**src/lcw_pkg.sv**
```systemverilog
// Package: symbol codes, field positions and carrier types of the codec
package lcw_pkg;

    // ------------------------------------------------------------
    // Symbol codes (Dx.y = y in [7:5], x in [4:0])
    // ------------------------------------------------------------
    localparam logic [7:0] LCW_COMMA_INIT = 8'hbc;
    localparam logic [7:0] LCW_COMMA = 8'hfc;
    localparam logic [7:0] LCW_ID = 8'hce;
    localparam logic [7:0] LCW_ID_INV = 8'h31;
    localparam logic [7:0] LCW_T_FIRST = 8'h46;
    localparam logic [7:0] LCW_T_FIRST_INV = 8'hb9;
    localparam logic [7:0] LCW_T_SECOND = 8'ha6;
    localparam logic [7:0] LCW_T_SECOND_INV = 8'h59;
    localparam logic [7:0] LCW_T_CAP = 8'h38;
    localparam logic [7:0] LCW_T_STANDBY = 8'h7e;
    localparam logic [7:0] LCW_T_LOST = 8'h64;
    localparam logic [3:0] LCW_K_MASK = 4'h1;

    // ------------------------------------------------------------
    // Field positions and reset values
    // ------------------------------------------------------------
    localparam int unsigned LCW_CAP_FLUSH_BIT = 0;
    localparam int unsigned LCW_CAP_START_BIT = 1;
    localparam int unsigned LCW_CAP_SCRAMBLE_BIT = 2;
    localparam int unsigned LCW_LOST_CAUSE_BIT = 0;
    localparam int unsigned LCW_SYM_TYPE_LSB = 16;
    localparam int unsigned LCW_SYM_LAST_LSB = 24;
    localparam logic LCW_POL_RST = 1'b0;
    localparam logic [7:0] LCW_CAP_RSVD_MASK = 8'hf8;
    localparam logic [7:0] LCW_LOST_RSVD_MASK = 8'hfe;

    // ------------------------------------------------------------
    // Carrier types
    // ------------------------------------------------------------
    typedef struct packed {
        logic [3:0] k;
        logic [31:0] d;
    } lcw_word_t;

    typedef struct packed {
        logic scramble;
        logic lane_start;
        logic flush;
    } lcw_caps_t;

    typedef struct packed {
        logic first;
        logic first_inv;
        logic second;
        logic second_inv;
        logic cap;
        logic standby;
        logic lost;
    } lcw_hits_t;

    typedef enum logic [2:0] {
        LCW_W_NONE,
        LCW_W_FIRST,
        LCW_W_SECOND,
        LCW_W_CAP,
        LCW_W_STANDBY,
        LCW_W_LOST
    } lcw_kind_t;

    // ------------------------------------------------------------
    // Word helpers
    // ------------------------------------------------------------
    function automatic lcw_word_t lcw_pack(input logic [7:0] comma,
        input logic [7:0] id, input logic [7:0] typ, input logic [7:0] last);
        lcw_word_t w;
        w.k = LCW_K_MASK;
        w.d = {last, typ, id, comma};
        return w;
    endfunction : lcw_pack

    function automatic logic lcw_match(input lcw_word_t w,
        input logic [7:0] comma, input logic [7:0] id, input logic [7:0] typ);
        return (w.k == LCW_K_MASK) && (w.d[7:0] == comma)
            && (w.d[15:8] == id) && (w.d[23:16] == typ);
    endfunction : lcw_match

    function automatic logic lcw_match_copy(input lcw_word_t w,
        input logic [7:0] comma, input logic [7:0] id, input logic [7:0] typ);
        return lcw_match(w, comma, id, typ) && (w.d[31:24] == typ);
    endfunction : lcw_match_copy

endpackage : lcw_pkg

```
**src/lcw_codec.sv**
```systemverilog
// Lane control word codec: transmit scheduling and receive recognition
`timescale 1ns/1ps
module lcw_codec
    import lcw_pkg::*;
(
    input wire logic i_ref_clk,
    input wire logic i_nrst,
    input wire logic i_send_first,
    input wire logic i_send_second,
    input wire logic i_send_cap,
    input wire logic i_send_standby,
    input lcw_caps_t i_caps,
    input wire logic i_no_signal,
    input wire logic i_err_burst,
    input wire logic i_wake,
    input wire logic i_tx_ready,
    input lcw_word_t i_rx_word,
    input wire logic i_rx_valid,
    output lcw_word_t o_tx_word,
    output logic o_tx_valid,
    output logic o_driver_off,
    output logic o_busy,
    output logic o_rx_first,
    output logic o_rx_second,
    output logic o_rx_inverted,
    output logic o_rx_cap,
    output logic o_rx_standby,
    output logic o_rx_lost,
    output logic o_rx_invert,
    output logic o_flush_vc,
    output lcw_caps_t o_peer_caps,
    output logic o_peer_lost_reason,
    output logic o_lost_suppressed
);

    typedef enum logic [1:0] {
        LCW_TX_IDLE,
        LCW_TX_HOLD,
        LCW_TX_OFF
    } lcw_tx_state_t;

    lcw_tx_state_t state_q;
    lcw_tx_state_t state_d;
    lcw_kind_t kind_q;
    lcw_kind_t pick_kind;
    lcw_word_t built_word;
    lcw_hits_t hits;
    logic pend_first_q;
    logic pend_second_q;
    logic pend_cap_q;
    logic pend_standby_q;
    logic pend_lost_q;
    logic lost_cond_q;
    logic cause_q;
    logic lost_cond;
    logic lost_rise;
    logic load;
    logic accept;
    logic rx_first_any;
    logic rx_second_any;
    logic rx_inv_any;

    // ------------------------------------------------------------
    // Word builder and matcher
    // ------------------------------------------------------------
    lcw_word_build u_build (
        .i_kind(pick_kind),
        .i_caps(i_caps),
        .i_cause(cause_q),
        .o_word(built_word)
    );

    lcw_word_match u_match (
        .i_word(i_rx_word),
        .o_hits(hits)
    );

    // ------------------------------------------------------------
    // Transmit selection
    // ------------------------------------------------------------
    assign lost_cond = i_no_signal | i_err_burst;
    assign lost_rise = lost_cond & ~lost_cond_q;
    assign pick_kind = pend_standby_q ? LCW_W_STANDBY :
        pend_lost_q ? LCW_W_LOST :
        pend_cap_q ? LCW_W_CAP :
        pend_second_q ? LCW_W_SECOND :
        pend_first_q ? LCW_W_FIRST : LCW_W_NONE;
    assign load = (state_q == LCW_TX_IDLE) && (pick_kind != LCW_W_NONE);
    assign accept = (state_q == LCW_TX_HOLD) && i_tx_ready;

    always_comb
    begin
        state_d = state_q;
        unique case (state_q)
            LCW_TX_IDLE:
            begin
                if (load)
                    state_d = LCW_TX_HOLD;
            end
            LCW_TX_HOLD:
            begin
                if (accept)
                    state_d = (kind_q == LCW_W_STANDBY) ?
                        LCW_TX_OFF : LCW_TX_IDLE;
            end
            LCW_TX_OFF:
            begin
                if (i_wake)
                    state_d = LCW_TX_IDLE;
            end
        endcase
    end

    // ------------------------------------------------------------
    // Pending requests, a new request wins over its clear
    // ------------------------------------------------------------
    always_ff @(posedge i_ref_clk or negedge i_nrst)
    begin
        if (!i_nrst)
        begin
            pend_first_q <= 1'b0;
            pend_second_q <= 1'b0;
            pend_cap_q <= 1'b0;
            pend_standby_q <= 1'b0;
        end
        else
        begin
            pend_first_q <= i_send_first
                | (pend_first_q & ~(load & pick_kind == LCW_W_FIRST));
            pend_second_q <= i_send_second
                | (pend_second_q & ~(load & pick_kind == LCW_W_SECOND));
            pend_cap_q <= i_send_cap
                | (pend_cap_q & ~(load & pick_kind == LCW_W_CAP));
            pend_standby_q <= i_send_standby
                | (pend_standby_q & ~(load & pick_kind == LCW_W_STANDBY));
        end
    end

    always_ff @(posedge i_ref_clk or negedge i_nrst)
    begin
        if (!i_nrst)
        begin
            lost_cond_q <= 1'b0;
            cause_q <= 1'b0;
            pend_lost_q <= 1'b0;
        end
        else
        begin
            lost_cond_q <= lost_cond;
            if (lost_rise)
                cause_q <= ~i_no_signal;
            pend_lost_q <= ~o_lost_suppressed & ~(i_rx_valid & hits.standby)
                & (lost_rise
                | (pend_lost_q & ~(load & pick_kind == LCW_W_LOST)));
        end
    end

    // ------------------------------------------------------------
    // Transmit word register
    // ------------------------------------------------------------
    always_ff @(posedge i_ref_clk or negedge i_nrst)
    begin
        if (!i_nrst)
        begin
            state_q <= LCW_TX_IDLE;
            kind_q <= LCW_W_NONE;
            o_tx_word <= '0;
            o_tx_valid <= 1'b0;
            o_driver_off <= 1'b0;
            o_busy <= 1'b0;
        end
        else
        begin
            state_q <= state_d;
            if (load)
            begin
                kind_q <= pick_kind;
                o_tx_word <= built_word;
            end
            o_tx_valid <= (state_d == LCW_TX_HOLD);
            o_driver_off <= (state_d == LCW_TX_OFF);
            o_busy <= (state_d != LCW_TX_IDLE);
        end
    end

    // ------------------------------------------------------------
    // Receive recognition
    // ------------------------------------------------------------
    assign rx_first_any = i_rx_valid & (hits.first | hits.first_inv);
    assign rx_second_any = i_rx_valid & (hits.second | hits.second_inv);
    assign rx_inv_any = i_rx_valid & (hits.first_inv | hits.second_inv);

    always_ff @(posedge i_ref_clk or negedge i_nrst)
    begin
        if (!i_nrst)
        begin
            o_rx_first <= 1'b0;
            o_rx_second <= 1'b0;
            o_rx_inverted <= 1'b0;
            o_rx_cap <= 1'b0;
            o_rx_standby <= 1'b0;
            o_rx_lost <= 1'b0;
            o_rx_invert <= LCW_POL_RST;
        end
        else
        begin
            o_rx_first <= rx_first_any;
            o_rx_second <= rx_second_any;
            o_rx_inverted <= rx_inv_any;
            o_rx_cap <= i_rx_valid & hits.cap;
            o_rx_standby <= i_rx_valid & hits.standby;
            o_rx_lost <= i_rx_valid & hits.lost;
            if (rx_inv_any)
                o_rx_invert <= ~o_rx_invert;
        end
    end

    always_ff @(posedge i_ref_clk or negedge i_nrst)
    begin
        if (!i_nrst)
        begin
            o_flush_vc <= 1'b0;
            o_peer_caps <= '0;
            o_peer_lost_reason <= 1'b0;
            o_lost_suppressed <= 1'b0;
        end
        else
        begin
            o_flush_vc <= i_rx_valid & hits.cap
                & i_rx_word.d[LCW_SYM_LAST_LSB + LCW_CAP_FLUSH_BIT];
            if (i_rx_valid & hits.cap)
            begin
                o_peer_caps.flush <=
                    i_rx_word.d[LCW_SYM_LAST_LSB + LCW_CAP_FLUSH_BIT];
                o_peer_caps.lane_start <=
                    i_rx_word.d[LCW_SYM_LAST_LSB + LCW_CAP_START_BIT];
                o_peer_caps.scramble <=
                    i_rx_word.d[LCW_SYM_LAST_LSB + LCW_CAP_SCRAMBLE_BIT];
            end
            if (i_rx_valid & hits.lost)
                o_peer_lost_reason <=
                    i_rx_word.d[LCW_SYM_LAST_LSB + LCW_LOST_CAUSE_BIT];
            // Standby wins; far end handshake lifts it
            if (i_rx_valid & hits.standby)
                o_lost_suppressed <= 1'b1;
            else if (rx_first_any)
                o_lost_suppressed <= 1'b0;
        end
    end

    // ------------------------------------------------------------
    // Assertions
    // ------------------------------------------------------------
    property p_comma_low;
        @(posedge i_ref_clk) disable iff (!i_nrst)
        o_tx_valid |-> (o_tx_word.k == LCW_K_MASK)
            && ((o_tx_word.d[7:0] == LCW_COMMA_INIT)
            || (o_tx_word.d[7:0] == LCW_COMMA));
    endproperty
    a_comma_low: assert property (p_comma_low)
        else $error("Comma not in lowest symbol");

    property p_no_inv_first;
        @(posedge i_ref_clk) disable iff (!i_nrst)
        o_tx_valid |-> !((o_tx_word.d[15:8] == LCW_ID_INV)
            && (o_tx_word.d[23:16] == LCW_T_FIRST_INV));
    endproperty
    a_no_inv_first: assert property (p_no_inv_first)
        else $error("Inverted first word sent");

    property p_no_inv_second;
        @(posedge i_ref_clk) disable iff (!i_nrst)
        o_tx_valid |-> (o_tx_word.d[15:8] == LCW_ID)
            && (o_tx_word.d[23:16] != LCW_T_SECOND_INV);
    endproperty
    a_no_inv_second: assert property (p_no_inv_second)
        else $error("Inverted second word sent");

    property p_first_word;
        @(posedge i_ref_clk) disable iff (!i_nrst)
        (state_q == LCW_TX_IDLE && pick_kind == LCW_W_FIRST)
            |=> o_tx_valid && o_tx_word.d == 32'h4646cebc;
    endproperty
    a_first_word: assert property (p_first_word)
        else $error("First handshake word wrong");

    property p_second_word;
        @(posedge i_ref_clk) disable iff (!i_nrst)
        (load && pick_kind == LCW_W_SECOND)
            |=> o_tx_word.d == 32'ha6a6cebc;
    endproperty
    a_second_word: assert property (p_second_word)
        else $error("Second handshake word wrong");

    property p_cap_word;
        @(posedge i_ref_clk) disable iff (!i_nrst)
        (load && pick_kind == LCW_W_CAP) |=> o_tx_word.d[23:0] == 24'h38cebc
            && (o_tx_word.d[31:24] & LCW_CAP_RSVD_MASK) == 8'h00
            && o_tx_word.d[24] == $past(i_caps.flush);
    endproperty
    a_cap_word: assert property (p_cap_word)
        else $error("Capability word wrong");

    property p_standby_off;
        @(posedge i_ref_clk) disable iff (!i_nrst)
        (o_tx_valid && o_tx_word.d == 32'h7e7ecefc && i_tx_ready)
            |=> o_driver_off && !o_tx_valid;
    endproperty
    a_standby_off: assert property (p_standby_off)
        else $error("Driver not off after standby word");

    property p_lost_send;
        @(posedge i_ref_clk) disable iff (!i_nrst)
        ($rose(lost_cond) && !o_lost_suppressed && !pend_standby_q
            && state_q == LCW_TX_IDLE && !i_rx_valid)
            |-> ##[1:2] (o_tx_valid && o_tx_word.d[23:0] == 24'h64cefc
            && o_tx_word.d[31:24] == {7'h00, $past(i_err_burst, 2)
            & ~$past(i_no_signal, 2)});
    endproperty
    a_lost_send: assert property (p_lost_send)
        else $error("Signal lost word not sent");

    property p_lost_quiet;
        @(posedge i_ref_clk) disable iff (!i_nrst)
        o_lost_suppressed |-> !pend_lost_q;
    endproperty
    a_lost_quiet: assert property (p_lost_quiet)
        else $error("Signal lost pending while suppressed");

    property p_inv_flip;
        @(posedge i_ref_clk) disable iff (!i_nrst)
        (i_rx_valid && (hits.first_inv || hits.second_inv))
            |=> o_rx_inverted && o_rx_invert != $past(o_rx_invert);
    endproperty
    a_inv_flip: assert property (p_inv_flip)
        else $error("Polarity not flipped");

    property p_flush;
        @(posedge i_ref_clk) disable iff (!i_nrst)
        (i_rx_valid && hits.cap)
            |=> o_rx_cap && o_flush_vc == $past(i_rx_word.d[24])
            && o_peer_caps.lane_start == $past(i_rx_word.d[25])
            && o_peer_caps.scramble == $past(i_rx_word.d[26]);
    endproperty
    a_flush: assert property (p_flush)
        else $error("Capability fields not taken");

endmodule : lcw_codec

```
**src/lcw_word_build.sv**
```systemverilog
// Transmit word builder: kind plus fields to a four-symbol word
`timescale 1ns/1ps
module lcw_word_build
    import lcw_pkg::*;
(
    input lcw_kind_t i_kind,
    input lcw_caps_t i_caps,
    input wire logic i_cause,
    output lcw_word_t o_word
);

    logic [7:0] cap_byte;
    logic [7:0] cause_byte;

    // ------------------------------------------------------------
    // Field bytes, reserved bits zero
    // ------------------------------------------------------------
    assign cap_byte = ({7'h00, i_caps.flush} << LCW_CAP_FLUSH_BIT)
        | ({7'h00, i_caps.lane_start} << LCW_CAP_START_BIT)
        | ({7'h00, i_caps.scramble} << LCW_CAP_SCRAMBLE_BIT);
    assign cause_byte = {7'h00, i_cause} << LCW_LOST_CAUSE_BIT;

    // ------------------------------------------------------------
    // Word select, inverted forms never built
    // ------------------------------------------------------------
    assign o_word = (i_kind == LCW_W_FIRST) ?
            lcw_pack(LCW_COMMA_INIT, LCW_ID, LCW_T_FIRST, LCW_T_FIRST) :
        (i_kind == LCW_W_SECOND) ?
            lcw_pack(LCW_COMMA_INIT, LCW_ID, LCW_T_SECOND, LCW_T_SECOND) :
        (i_kind == LCW_W_CAP) ?
            lcw_pack(LCW_COMMA_INIT, LCW_ID, LCW_T_CAP, cap_byte) :
        (i_kind == LCW_W_STANDBY) ?
            lcw_pack(LCW_COMMA, LCW_ID, LCW_T_STANDBY, LCW_T_STANDBY) :
        (i_kind == LCW_W_LOST) ?
            lcw_pack(LCW_COMMA, LCW_ID, LCW_T_LOST, cause_byte) :
            '0;

endmodule : lcw_word_build

```
**src/lcw_word_match.sv**
```systemverilog
// Receive word matcher: flags which control word is present
`timescale 1ns/1ps
module lcw_word_match
    import lcw_pkg::*;
(
    input lcw_word_t i_word,
    output lcw_hits_t o_hits
);

    // ------------------------------------------------------------
    // Comma in symbol 0, identifier, type, fourth symbol
    // ------------------------------------------------------------
    assign o_hits.first = lcw_match_copy(i_word, LCW_COMMA_INIT, LCW_ID,
        LCW_T_FIRST);
    assign o_hits.first_inv = lcw_match_copy(i_word, LCW_COMMA_INIT,
        LCW_ID_INV, LCW_T_FIRST_INV);
    assign o_hits.second = lcw_match_copy(i_word, LCW_COMMA_INIT, LCW_ID,
        LCW_T_SECOND);
    assign o_hits.second_inv = lcw_match_copy(i_word, LCW_COMMA_INIT,
        LCW_ID_INV, LCW_T_SECOND_INV);
    // Cap and lost: fourth symbol free; standby: fourth symbol copies type; no inverted form checked
    assign o_hits.cap = lcw_match(i_word, LCW_COMMA_INIT, LCW_ID,
        LCW_T_CAP);
    assign o_hits.standby = lcw_match_copy(i_word, LCW_COMMA, LCW_ID,
        LCW_T_STANDBY);
    assign o_hits.lost = lcw_match(i_word, LCW_COMMA, LCW_ID,
        LCW_T_LOST);

endmodule : lcw_word_match

```
**config.mk**
```make
export PLATFORM = sky130hd
export DESIGN_NAME = lcw_codec
export DESIGN_NICKNAME = d
export VERILOG_FILES = /design/src/lcw_pkg.sv /design/src/lcw_codec.sv /design/src/lcw_word_build.sv /design/src/lcw_word_match.sv
export SDC_FILE = /design/constraint.sdc
export NUM_CORES = 1
export LEC_CHECK = 0
export BUFFER_PORTS_ARGS = -buffer_cell sky130_fd_sc_hd__buf_2
export CAP_MARGIN = 20
export CORE_MARGIN = 2
export CORE_UTILIZATION = 42
export CTS_CLUSTER_SIZE = 16
export DETAILED_ROUTE_END_ITERATION = 16
export HOLD_SLACK_MARGIN = 0.05
export PLACE_DENSITY = 0.78
export SETUP_SLACK_MARGIN = 0.1
export SYNTH_ARGS = -nofsm -noshare
export SYNTH_HDL_FRONTEND = slang
export SYNTH_SLANG_ARGS = --single-unit
export TNS_END_PERCENT = 30
```
**constraint.sdc**
```tcl
create_clock -name i_ref_clk -period 1.93 [get_ports i_ref_clk]
set_input_delay 0.386 -clock i_ref_clk [delete_from_list [all_inputs] [get_ports i_ref_clk]]
set_output_delay 0.386 -clock i_ref_clk [all_outputs]
set_load 0.005 [all_outputs]
```
=== Word-level counts from Yosys, hierarchy flattened ===
Index checks and enable logic that the tools add are counted.

* Word-level logic and storage cells: 135
* Output and inout port bits: 52
* Memories kept: 0
* Memory bits (writable): 0
* Bits in latches: 0
* Input port bits: 50
* Bits in registers: 64
* Bits in read-only memories: 0

* Order comparisons: 0
* Mux-type cells: 17
* Reduce and logical (&&, ||, !) cells: 23
* $mul: 0
* Shift operators: 0
* Bitwise gates (word level): 41
* Eq/ne operators: 27
* Add/subtract/negate cells: 0
* Div/mod/pow operators: 0

{| class="wikitable"
|+ Operator list
! kind !! count
|-
| two-way mux 33 bit || 5
|-
| == test 8 x 7 -> 1 bit (second input constant) || 7
|-
| == test 8 bit (second input constant) || 7
|-
| AND 1 bit || 20
|-
| logical AND 1 bit || 19
|-
| == test 8 x 6 -> 1 bit (second input constant) || 2
|-
| two-way mux 2 bit || 6
|-
| NOT 1 bit || 10
|-
| == test 3 bit (second input constant) || 3
|-
| OR 1 bit || 9
|-
| OR 8 x 3 -> 8 bit || 1
|-
| == test 3 x 2 -> 1 bit (second input constant) || 2
|-
| two-way mux 3 bit || 2
|-
| case mux 2 bit (3 select lines) || 1
|-
| == test 2 x 1 -> 1 bit (second input constant) || 2
|-
| == test 2 bit (second input constant) || 2
|-
| == test 4 x 1 -> 1 bit (second input constant) || 1
|-
| nonzero test 2 bit || 2
|-
| == test 3 x 1 -> 1 bit (second input constant) || 1
|-
| two-way mux 1 bit || 3
|-
| nonzero test 3 bit || 1
|-
| zero test 2 bit || 1
|-
| OR 1 x 2 -> 2 bit || 1
|}

=== Longest topological paths before layout ===
Gate-level depths: netlist (run 1).

* Word-level depth: 12
* Gate-level depth with buffers: 8
* Gate-level depth less buffers: 8

=== Modules after synthesis ===
A second synthesis (run 1) with hierarchy kept.

* Cells, all modules: 266
* Area, all modules: 3291.9 sq um

{| class="wikitable"
|+ By module, submodules not included
! module !! cells each !! instances !! seq. area each (sq um) !! area each (sq um)
|-
| lcw_codec || 174 || 1 || 1601.5 || 2625.0
|-
| lcw_word_build || 51 || 1 || 0.0 || 364.1
|-
| lcw_word_match || 41 || 1 || 0.0 || 302.8
|}

=== Worst setup path before layout (run 1) ===
Ideal clock, no wire load.

* Path kind: input to register
* From: input i_rx_word[11] in the netlist's numbering
* To: register o_rx_invert
* Path buffers: 0
* Stages on the path: 5
* Data arrival time: 2.142 ns
* Library setup time: 0.079 ns
* Data required time: 1.851 ns
* Path slack: -0.291 ns
* Path through: or4b_1 -> or4_1 -> or3_4 -> a211oi_4 -> xor2_1

* Cells in the longest elaborated chain, start to end: 6
* Elaborated cells between the ends (all ways): 8
* Those cells by class: 1 x eq/ne; 2 x bitwise; 5 x reduce/logical

{| class="wikitable"
|+ RTL lines
! what !! line !! source
|-
| start: declaration || lcw_codec.sv:17 || <nowiki>input lcw_word_t i_rx_word,</nowiki>
|-
| == test 8 x 6 -> 1 bit * || lcw_pkg.sv:80 || <nowiki>&& (w.d[15:8] == id) && (w.d[23:16] == typ);</nowiki>
|-
| logical AND 1 bit * || lcw_pkg.sv:80 ||
|-
| logical AND 1 bit || lcw_pkg.sv:80 ||
|-
| logical AND 1 bit || lcw_pkg.sv:85 || <nowiki>return lcw_match(w, comma, id, typ) && (w.d[31:24] == typ);</nowiki>
|-
| OR 1 bit * || lcw_codec.sv:191 || <nowiki>assign rx_inv_any = i_rx_valid & (hits.first_inv | hits.second_inv);</nowiki>
|-
| AND 1 bit * || lcw_codec.sv:191 ||
|-
| named net rx_inv_any || lcw_codec.sv:61 || <nowiki>logic rx_inv_any;</nowiki>
|-
| end signal: assignment || lcw_codec.sv:214 || <nowiki>o_rx_invert <= ~o_rx_invert;</nowiki>
|-
| end: declaration || lcw_codec.sv:29 || <nowiki>output logic o_rx_invert,</nowiki>
|}

The timed path passes the listed nets; every way through them passes the cells marked *.
A chain may end at the register's enable or synchronous reset.

=== Worst setup path in the final report (run 1) ===
* From: input i_rx_word[14] in the netlist's numbering
* To: register o_rx_invert

Same word-level chain as after synthesis.

==> flow_summary_export.csv, run 1 <==
group,metric,value,unit
placed_design,placed_cell_area,2670,um2
synth,synth_warnings,0,
timing,period_minus_slack,2.00,ns
cells_and_area,mostFrequentLayoutCell,"buf_2",
run,cap_violations,0,
clock_network,htreeDepth,2,
cells_and_area,fin_cells,377,
synth,synthArstFlopShare,1.00,
floorplanning,start_util,0.441,
timing,rsz0062_at_grt,"yes",
synth,synthCells,209,
cells_and_area,antenna_cells,0,
timing,finalCritPeriodShare,1.04,
cells_and_area,final_cell_mix,"buf_2, dfrtp_1, nor2_1, buf_4, nand2_1",
detailed_routing,wl_met1,2210,um
timing,max_freq,500,MHz
cells_and_area,drive_gt1_frac,0.445,
placed_design,dp_hpwl,3880,um
detailed_routing,drt-wirelength-per-cell,12.9,um
timing,setup_viol,3,
synth,ys_types,44,
detailed_routing,drc,0,
timing,fin_ws,-0.0718,ns
detailed_routing,drtIter0Drc,118,
clock_network,cts-root-buf,"clkbuf_8",
floorplanning,die_area,5610,um2
floorplanning,die_h,74.9,um
outcome,status,"finished with violations",
timing,setup_tns,-0.114,ns
clock_network,clkLatencyLatePin,0.28,ns
global_routing,antenna_found_initial,0,
critical_path,crit_path_max_fanout,3,
timing,fin_skew,0.00233,ns
detailed_routing,via_per_inst,4.89,
synth,ys_seq_area_frac,0.498,
detailed_routing,top_layer_used,"met4",
critical_path,end_kind,"flop",
outcome,violations,"setup timing",
critical_path,slowest_delay,0.52,ns
global_routing,first_global_vias,1680,
critical_path,start_kind,"input pin",
critical_path,r2r_slack,0.29,ns
floorplanning,core.rowCount,25,
global_routing,grt_max_degree,43,
critical_path,crit_required,2.14,ns
power_and_ir_drop,power.density,1040,nW/um2
clock_network,clk_pin_slew_worst_paths,0.08,ns
clock_network,cts_tree,"built",
detailed_routing,wl_met3,233,um
power_and_ir_drop,leakage,0.00139,uW
critical_path,r2r_start,"pend_second_q$_DFF_PN0_",
floorplanning,die_w,74.9,um
timing,hold_viol,0,
global_routing,grt_overflow,0,
detailed_routing,routed_wl,4850,um
clock_network,ctsHoldBuffers,0,
critical_path,rr_worst_depth,5,
floorplanning,core,4790,um2
detailed_routing,drtAntennaViolNets,0,
synth,synth_ff_type,"dfrtp_1",
placed_design,routabilityCongestion,0.797,
clock_network,cts_made_buffers,5,
detailed_routing,dr_wl_met2,2390,um
cells_and_area,fill_cells,451,
critical_path,path_cells,"buf_6 > or4b_1 > or4_1 > or3_4 > a211oi_4 > xor2_1",
synth,syn_area_per_cell,10.1,um2
critical_path,reg2reg_to,"o_driver_off$_DFF_PN0_",
synth,synth-edff-count,0,
cells_and_area,area_delta_synth_final,34.3,%
global_routing,track_usage,0.184,
timing,tightest_slew,0.510,ns
critical_path,criticalPathCategory,"in -> reg",
clock_network,cts.sinks,42,
clock_network,clockBufferDepth,2,
hold_path,hp-class,"in -> async",
timing,report.final.slew_viol_count,0,
placed_design,pre_cts_slack,-0.381,ns
floorplanning,ios,102,
power_and_ir_drop,ir_drop,559,uV
synth,syn_area,2110,um2
cells_and_area,nNetsFinal,362,
placed_design,dpl.cell_count,368,
cells_and_area,final_cell_area,2830,um2
placed_design,io_buffers,92,
global_routing,grt_pass1_wl,7870,um
timing,slew_headroom,0.660,
power_and_ir_drop,p_total,2940,uW
critical_path,critPathSlowestCell,"or4_1",
critical_path,worst_ep_arrival_time,2.21,ns
detailed_routing,vias,1844,
detailed_routing,firstDrtPassIters,4,
synth,ys_ff_latch,42,
==> per-layer routing <==
layer  up-vias  GRT usage
met1       874      0.258
li1        914          -
met2        54      0.293
met4         0     0.0357
met3         2     0.0469
met5         -          0
==> critical path, delay by kind of cell <==
family,cells,cell delay (ns)
simple gates,3,1.39
compound gates,1,0.19
xor+xnor,1,0.15
buf+inv,1,0.09
==> worst max path at each step <==
stage                             start                       to  slack (ns)  cells past startpoint
after floorplan           i_rx_word[11]  o_rx_invert$_DFFE_PN0P_       -0.20                      5
after global placement    i_rx_word[11]  o_rx_invert$_DFFE_PN0P_       -0.37                      6
after detailed placement  i_rx_word[11]  o_rx_invert$_DFFE_PN0P_       -0.38                      6
after CTS                 i_rx_word[15]  o_rx_invert$_DFFE_PN0P_       -0.07                      6
after global routing      i_rx_word[14]  o_rx_invert$_DFFE_PN0P_       -0.09                      6
final                     i_rx_word[14]  o_rx_invert$_DFFE_PN0P_       -0.07                      6
==> synthesized netlist by cell type (all sizes together) (4+ instances only) <==
cell / instances / area [um2]
nor4: 4 / 25.0
nand2b: 8 / 50.1
mux2: 4 / 45.0
a21o: 4 / 30.0
or4: 4 / 31.3
buf: 22 / 165
nand3: 7 / 35.0
dfrtp: 42 / 1050
o21ai: 13 / 65.1
nand2: 15 / 56.3
nor2: 18 / 67.6
and2: 5 / 31.3
inv: 9 / 33.8
a21oi: 7 / 35.0
==> power breakdown <==
group | internal, uW | switching, uW
registers | 1110 | 129
clock network | 287 | 282
logic | 502 | 627
==> metrics by stage <==
stage | hold slack (ns) | utilization
finish | 0.151 | 0.592
floorplan | 0.0904 | -
detailed placement | 0.458 | 0.558
global placement | 0.455 | 0.558
CTS | 0.174 | 0.586
global route | 0.187 | 0.592
==> sequential cells by signal, summed over array words and instances (netlist names), 2 cells and up <==
register	flops
o_peer_caps	3
state_q	2
o_tx_word	14
kind_q	3
==> logic make-up after synthesis <==
kind of cell,after synthesis,share of synthesized area
flops,42,0.498
mux,4,0.0214
fa+ha+maj,3,0.0178
other cells,1,0.00178
buf+inv,33,0.0979
compound gates,39,0.129
xor+xnor,1,0.00415
simple gates,86,0.230
==> timing repair <==
| action | in CTS | in global routing |
|---|---|---|
| pin swaps | 8 | 3 |
| setup buffers | 0 | 1 |
| setup endpoints to repair | 11 | 21 |
| resized for setup | 8 | 6 |
==> final cells by class <==
cell class	count	area [um2]	area share
Sequential cell	42	1050	0.371
Clock buffer	6	82.6	0.0291
Timing Repair Buffer	109	613	0.216
Multi-Input combinational cell	142	957	0.338
Inverter	9	33.8	0.0119
Tap cell	67	83.8	0.0296
Clock inverter	2	12.5	0.00442
(Power assumes the default switching activity.)
==> run 2: changes to the inputs <==
Settings changed: RECOVER_POWER from default to 50.
==> run 2 against run 1 <==
Critical path depth unchanged. Cell count is the same. Worst hold slack better by 0.12 ns. Power fell by 0.35%. The flow still finishes with violations (setup timing). Die area unchanged. Sequential share of layout area rose by 0.21 points. Highest routed layer unchanged. Sequential power hardly changed. Clock power barely moved. Global-route usage unchanged. Sequential cell count unchanged. Routed wire length shrank 0.12%. Setup slack hardly changed.
==> flow_summary_export.csv, run 2 (same netlist as run 1, synthesis figures left out) <==
group,metric,value,unit
global_routing,grt_max_degree,43,
global_routing,first_global_vias,1680,
power_and_ir_drop,p_clk_frac,0.194,
power_and_ir_drop,p_total,2930,uW
cells_and_area,fill_cells,459,
timing,fin_skew,0.00266,ns
power_and_ir_drop,ir_drop,560,uV
clock_network,cts-root-buf,"clkbuf_8",
clock_network,cts_made_buffers,5,
timing,report.final.slew_viol_count,0,
timing,period_minus_slack,2.00,ns
global_routing,track_usage,0.184,
cells_and_area,largest_reg_flops,14,
critical_path,r2r_slack,0.28,ns
detailed_routing,vias,1848,
critical_path,r2r_start,"pend_second_q$_DFF_PN0_",
detailed_routing,routed_wl,4850,um
power_and_ir_drop,power.density,1040,nW/um2
cells_and_area,fin_cells,377,
critical_path,end_kind,"flop",
hold_path,hp-start,"i_no_signal",
critical_path,crit_required,2.14,ns
critical_path,path_cells,"buf_6 > or4b_1 > or4_1 > or3_4 > a211oi_4 > xor2_1",
hold_path,hp-class,"in -> reg",
critical_path,crit_path_max_fanout,3,
power_and_ir_drop,p_seq_frac,0.425,
detailed_routing,firstDrtPassIters,4,
placed_design,pre_cts_slack,-0.381,ns
timing,tightest_slew,0.994,ns
timing,max_freq,500,MHz
critical_path,path_buf_inv,1,
critical_path,slowest_delay,0.52,ns
floorplanning,die_w,74.9,um
detailed_routing,via_per_inst,4.90,
timing,fin_ws,-0.0717,ns
clock_network,cts.sinks,42,
cells_and_area,final_cell_mix,"buf_2, dfrtp_1, nor2_1, buf_4, nand2_1",
critical_path,criticalPathCategory,"in -> reg",
clock_network,clockBufferDepth,2,
timing,setup_viol,3,
timing,finalCritPeriodShare,1.04,
global_routing,antenna_found_initial,0,
power_and_ir_drop,p_sw,1040,uW
placed_design,placed_cell_area,2670,um2
placed_design,dpl.cell_count,368,
placed_design,dp_hpwl,3880,um
timing,rsz0062_at_grt,"yes",
placed_design,io_buffers,92,
cells_and_area,drive_gt1_frac,0.410,
floorplanning,die_h,74.9,um
critical_path,worst_setup_path_startpoint,"i_rx_word[14]",
global_routing,grt_overflow,0,
detailed_routing,drtIter0Drc,117,
critical_path,crit_family,"simple AND/OR/NAND/NOR gates",
cells_and_area,nNetsFinal,362,
power_and_ir_drop,leakage,0.00135,uW
cells_and_area,largest_register,"o_tx_word",
cells_and_area,final_cell_area,2820,um2
cells_and_area,antenna_cells,0,
floorplanning,start_util,0.441,
timing,slew_headroom,0.338,
critical_path,critPathSlowestCell,"or4_1",
clock_network,htreeDepth,2,
cells_and_area,mostFrequentLayoutCell,"buf_2",
critical_path,reg2reg_to,"o_driver_off$_DFF_PN0_",
outcome,status,"finished with violations",
detailed_routing,drc,0,
cells_and_area,multi_input_area,957,um2
power_and_ir_drop,swShare,0.354,
clock_network,cts_tree,"built",
global_routing,grt_pass1_wl,7870,um
hold_path,whs_endpoint,"cause_q$_DFFE_PN0P_",
power_and_ir_drop,combPwrFrac,0.381,
critical_path,worst_ep_arrival_time,2.21,ns
floorplanning,core,4790,um2
cells_and_area,top_regs,"o_tx_word (14), kind_q (3), o_peer_caps (3)",
run,cap_violations,0,
floorplanning,die_area,5610,um2
critical_path,rr_worst_depth,5,
clock_network,clk_pin_slew_worst_paths,0.08,ns
cells_and_area,area_delta_synth_final,33.6,%
power_and_ir_drop,p_int,1890,uW
hold_path,hold_path_depth,2,
clock_network,clkLatencyLatePin,0.28,ns
timing,hold_viol,0,
floorplanning,core.rowCount,25,
floorplanning,ios,102,
detailed_routing,drt-wirelength-per-cell,12.9,um
cells_and_area,regArea,1050,um2
detailed_routing,drtAntennaViolNets,0,
critical_path,start_kind,"input pin",
placed_design,routabilityCongestion,0.797,
outcome,violations,"setup timing",
[run 2: area by class of cell]
type | count | area share
repair buffers | 109 | 0.212
well taps | 67 | 0.0298
inverters | 9 | 0.0120
flip-flops and latches | 42 | 0.373
multi-input cells | 142 | 0.340
clock buffers | 6 | 0.0293
clock inverters | 2 | 0.00444
[run 2: layer usage]
layer,GRT usage,part of all wire
met2,0.293,0.49
met4,0.0357,0.0052
met3,0.0469,0.048
met1,0.258,0.45
met5,0,0
[run 2: stage by stage]
stage | setup TNS (ns) | hold slack (ns) | util
2_1_floorplan | -0.864 | 0.0904 | -
3_3_place_gp | -2.85 | 0.455 | 0.558
3_5_place_dp | -3.16 | 0.458 | 0.558
4_1_cts | -0.0706 | 0.174 | 0.586
5_1_grt | -0.338 | 0.271 | 0.589
6_report | -0.113 | 0.274 | 0.589
[run 2: worst max path at each step]
| stage | end | slack, ns | cells after the start |
|---|---|---|---|
| global placement | o_rx_invert$_DFFE_PN0P_ | -0.37 | 6 |
| global route | o_rx_invert$_DFFE_PN0P_ | -0.09 | 6 |
| CTS | o_rx_invert$_DFFE_PN0P_ | -0.07 | 6 |
| detailed placement | o_rx_invert$_DFFE_PN0P_ | -0.38 | 6 |
| floorplan | o_rx_invert$_DFFE_PN0P_ | -0.20 | 5 |
| finish | o_rx_invert$_DFFE_PN0P_ | -0.07 | 6 |
[run 2: timing repair]
| item | CTS | global route |
|---|---|---|
| resized for setup | 8 | 6 |
| setup endpoints to repair | 11 | 21 |
| buffers inserted | 0 | 1 |
| hold buffers | 0 | 0 |
| pin swaps | 8 | 3 |
| hold endpoints to repair | 0 | 0 |
[run 2: power groups by stage]
stage	Clock, uW	Combinational (uW)	Sequential [uW]
final	570	1120	1240
after global routing	640	1270	1270
after CTS	589	1110	1240
after detailed placement	0	1100	1260
after global placement	0	1080	1250
after floorplan	0	650	1270
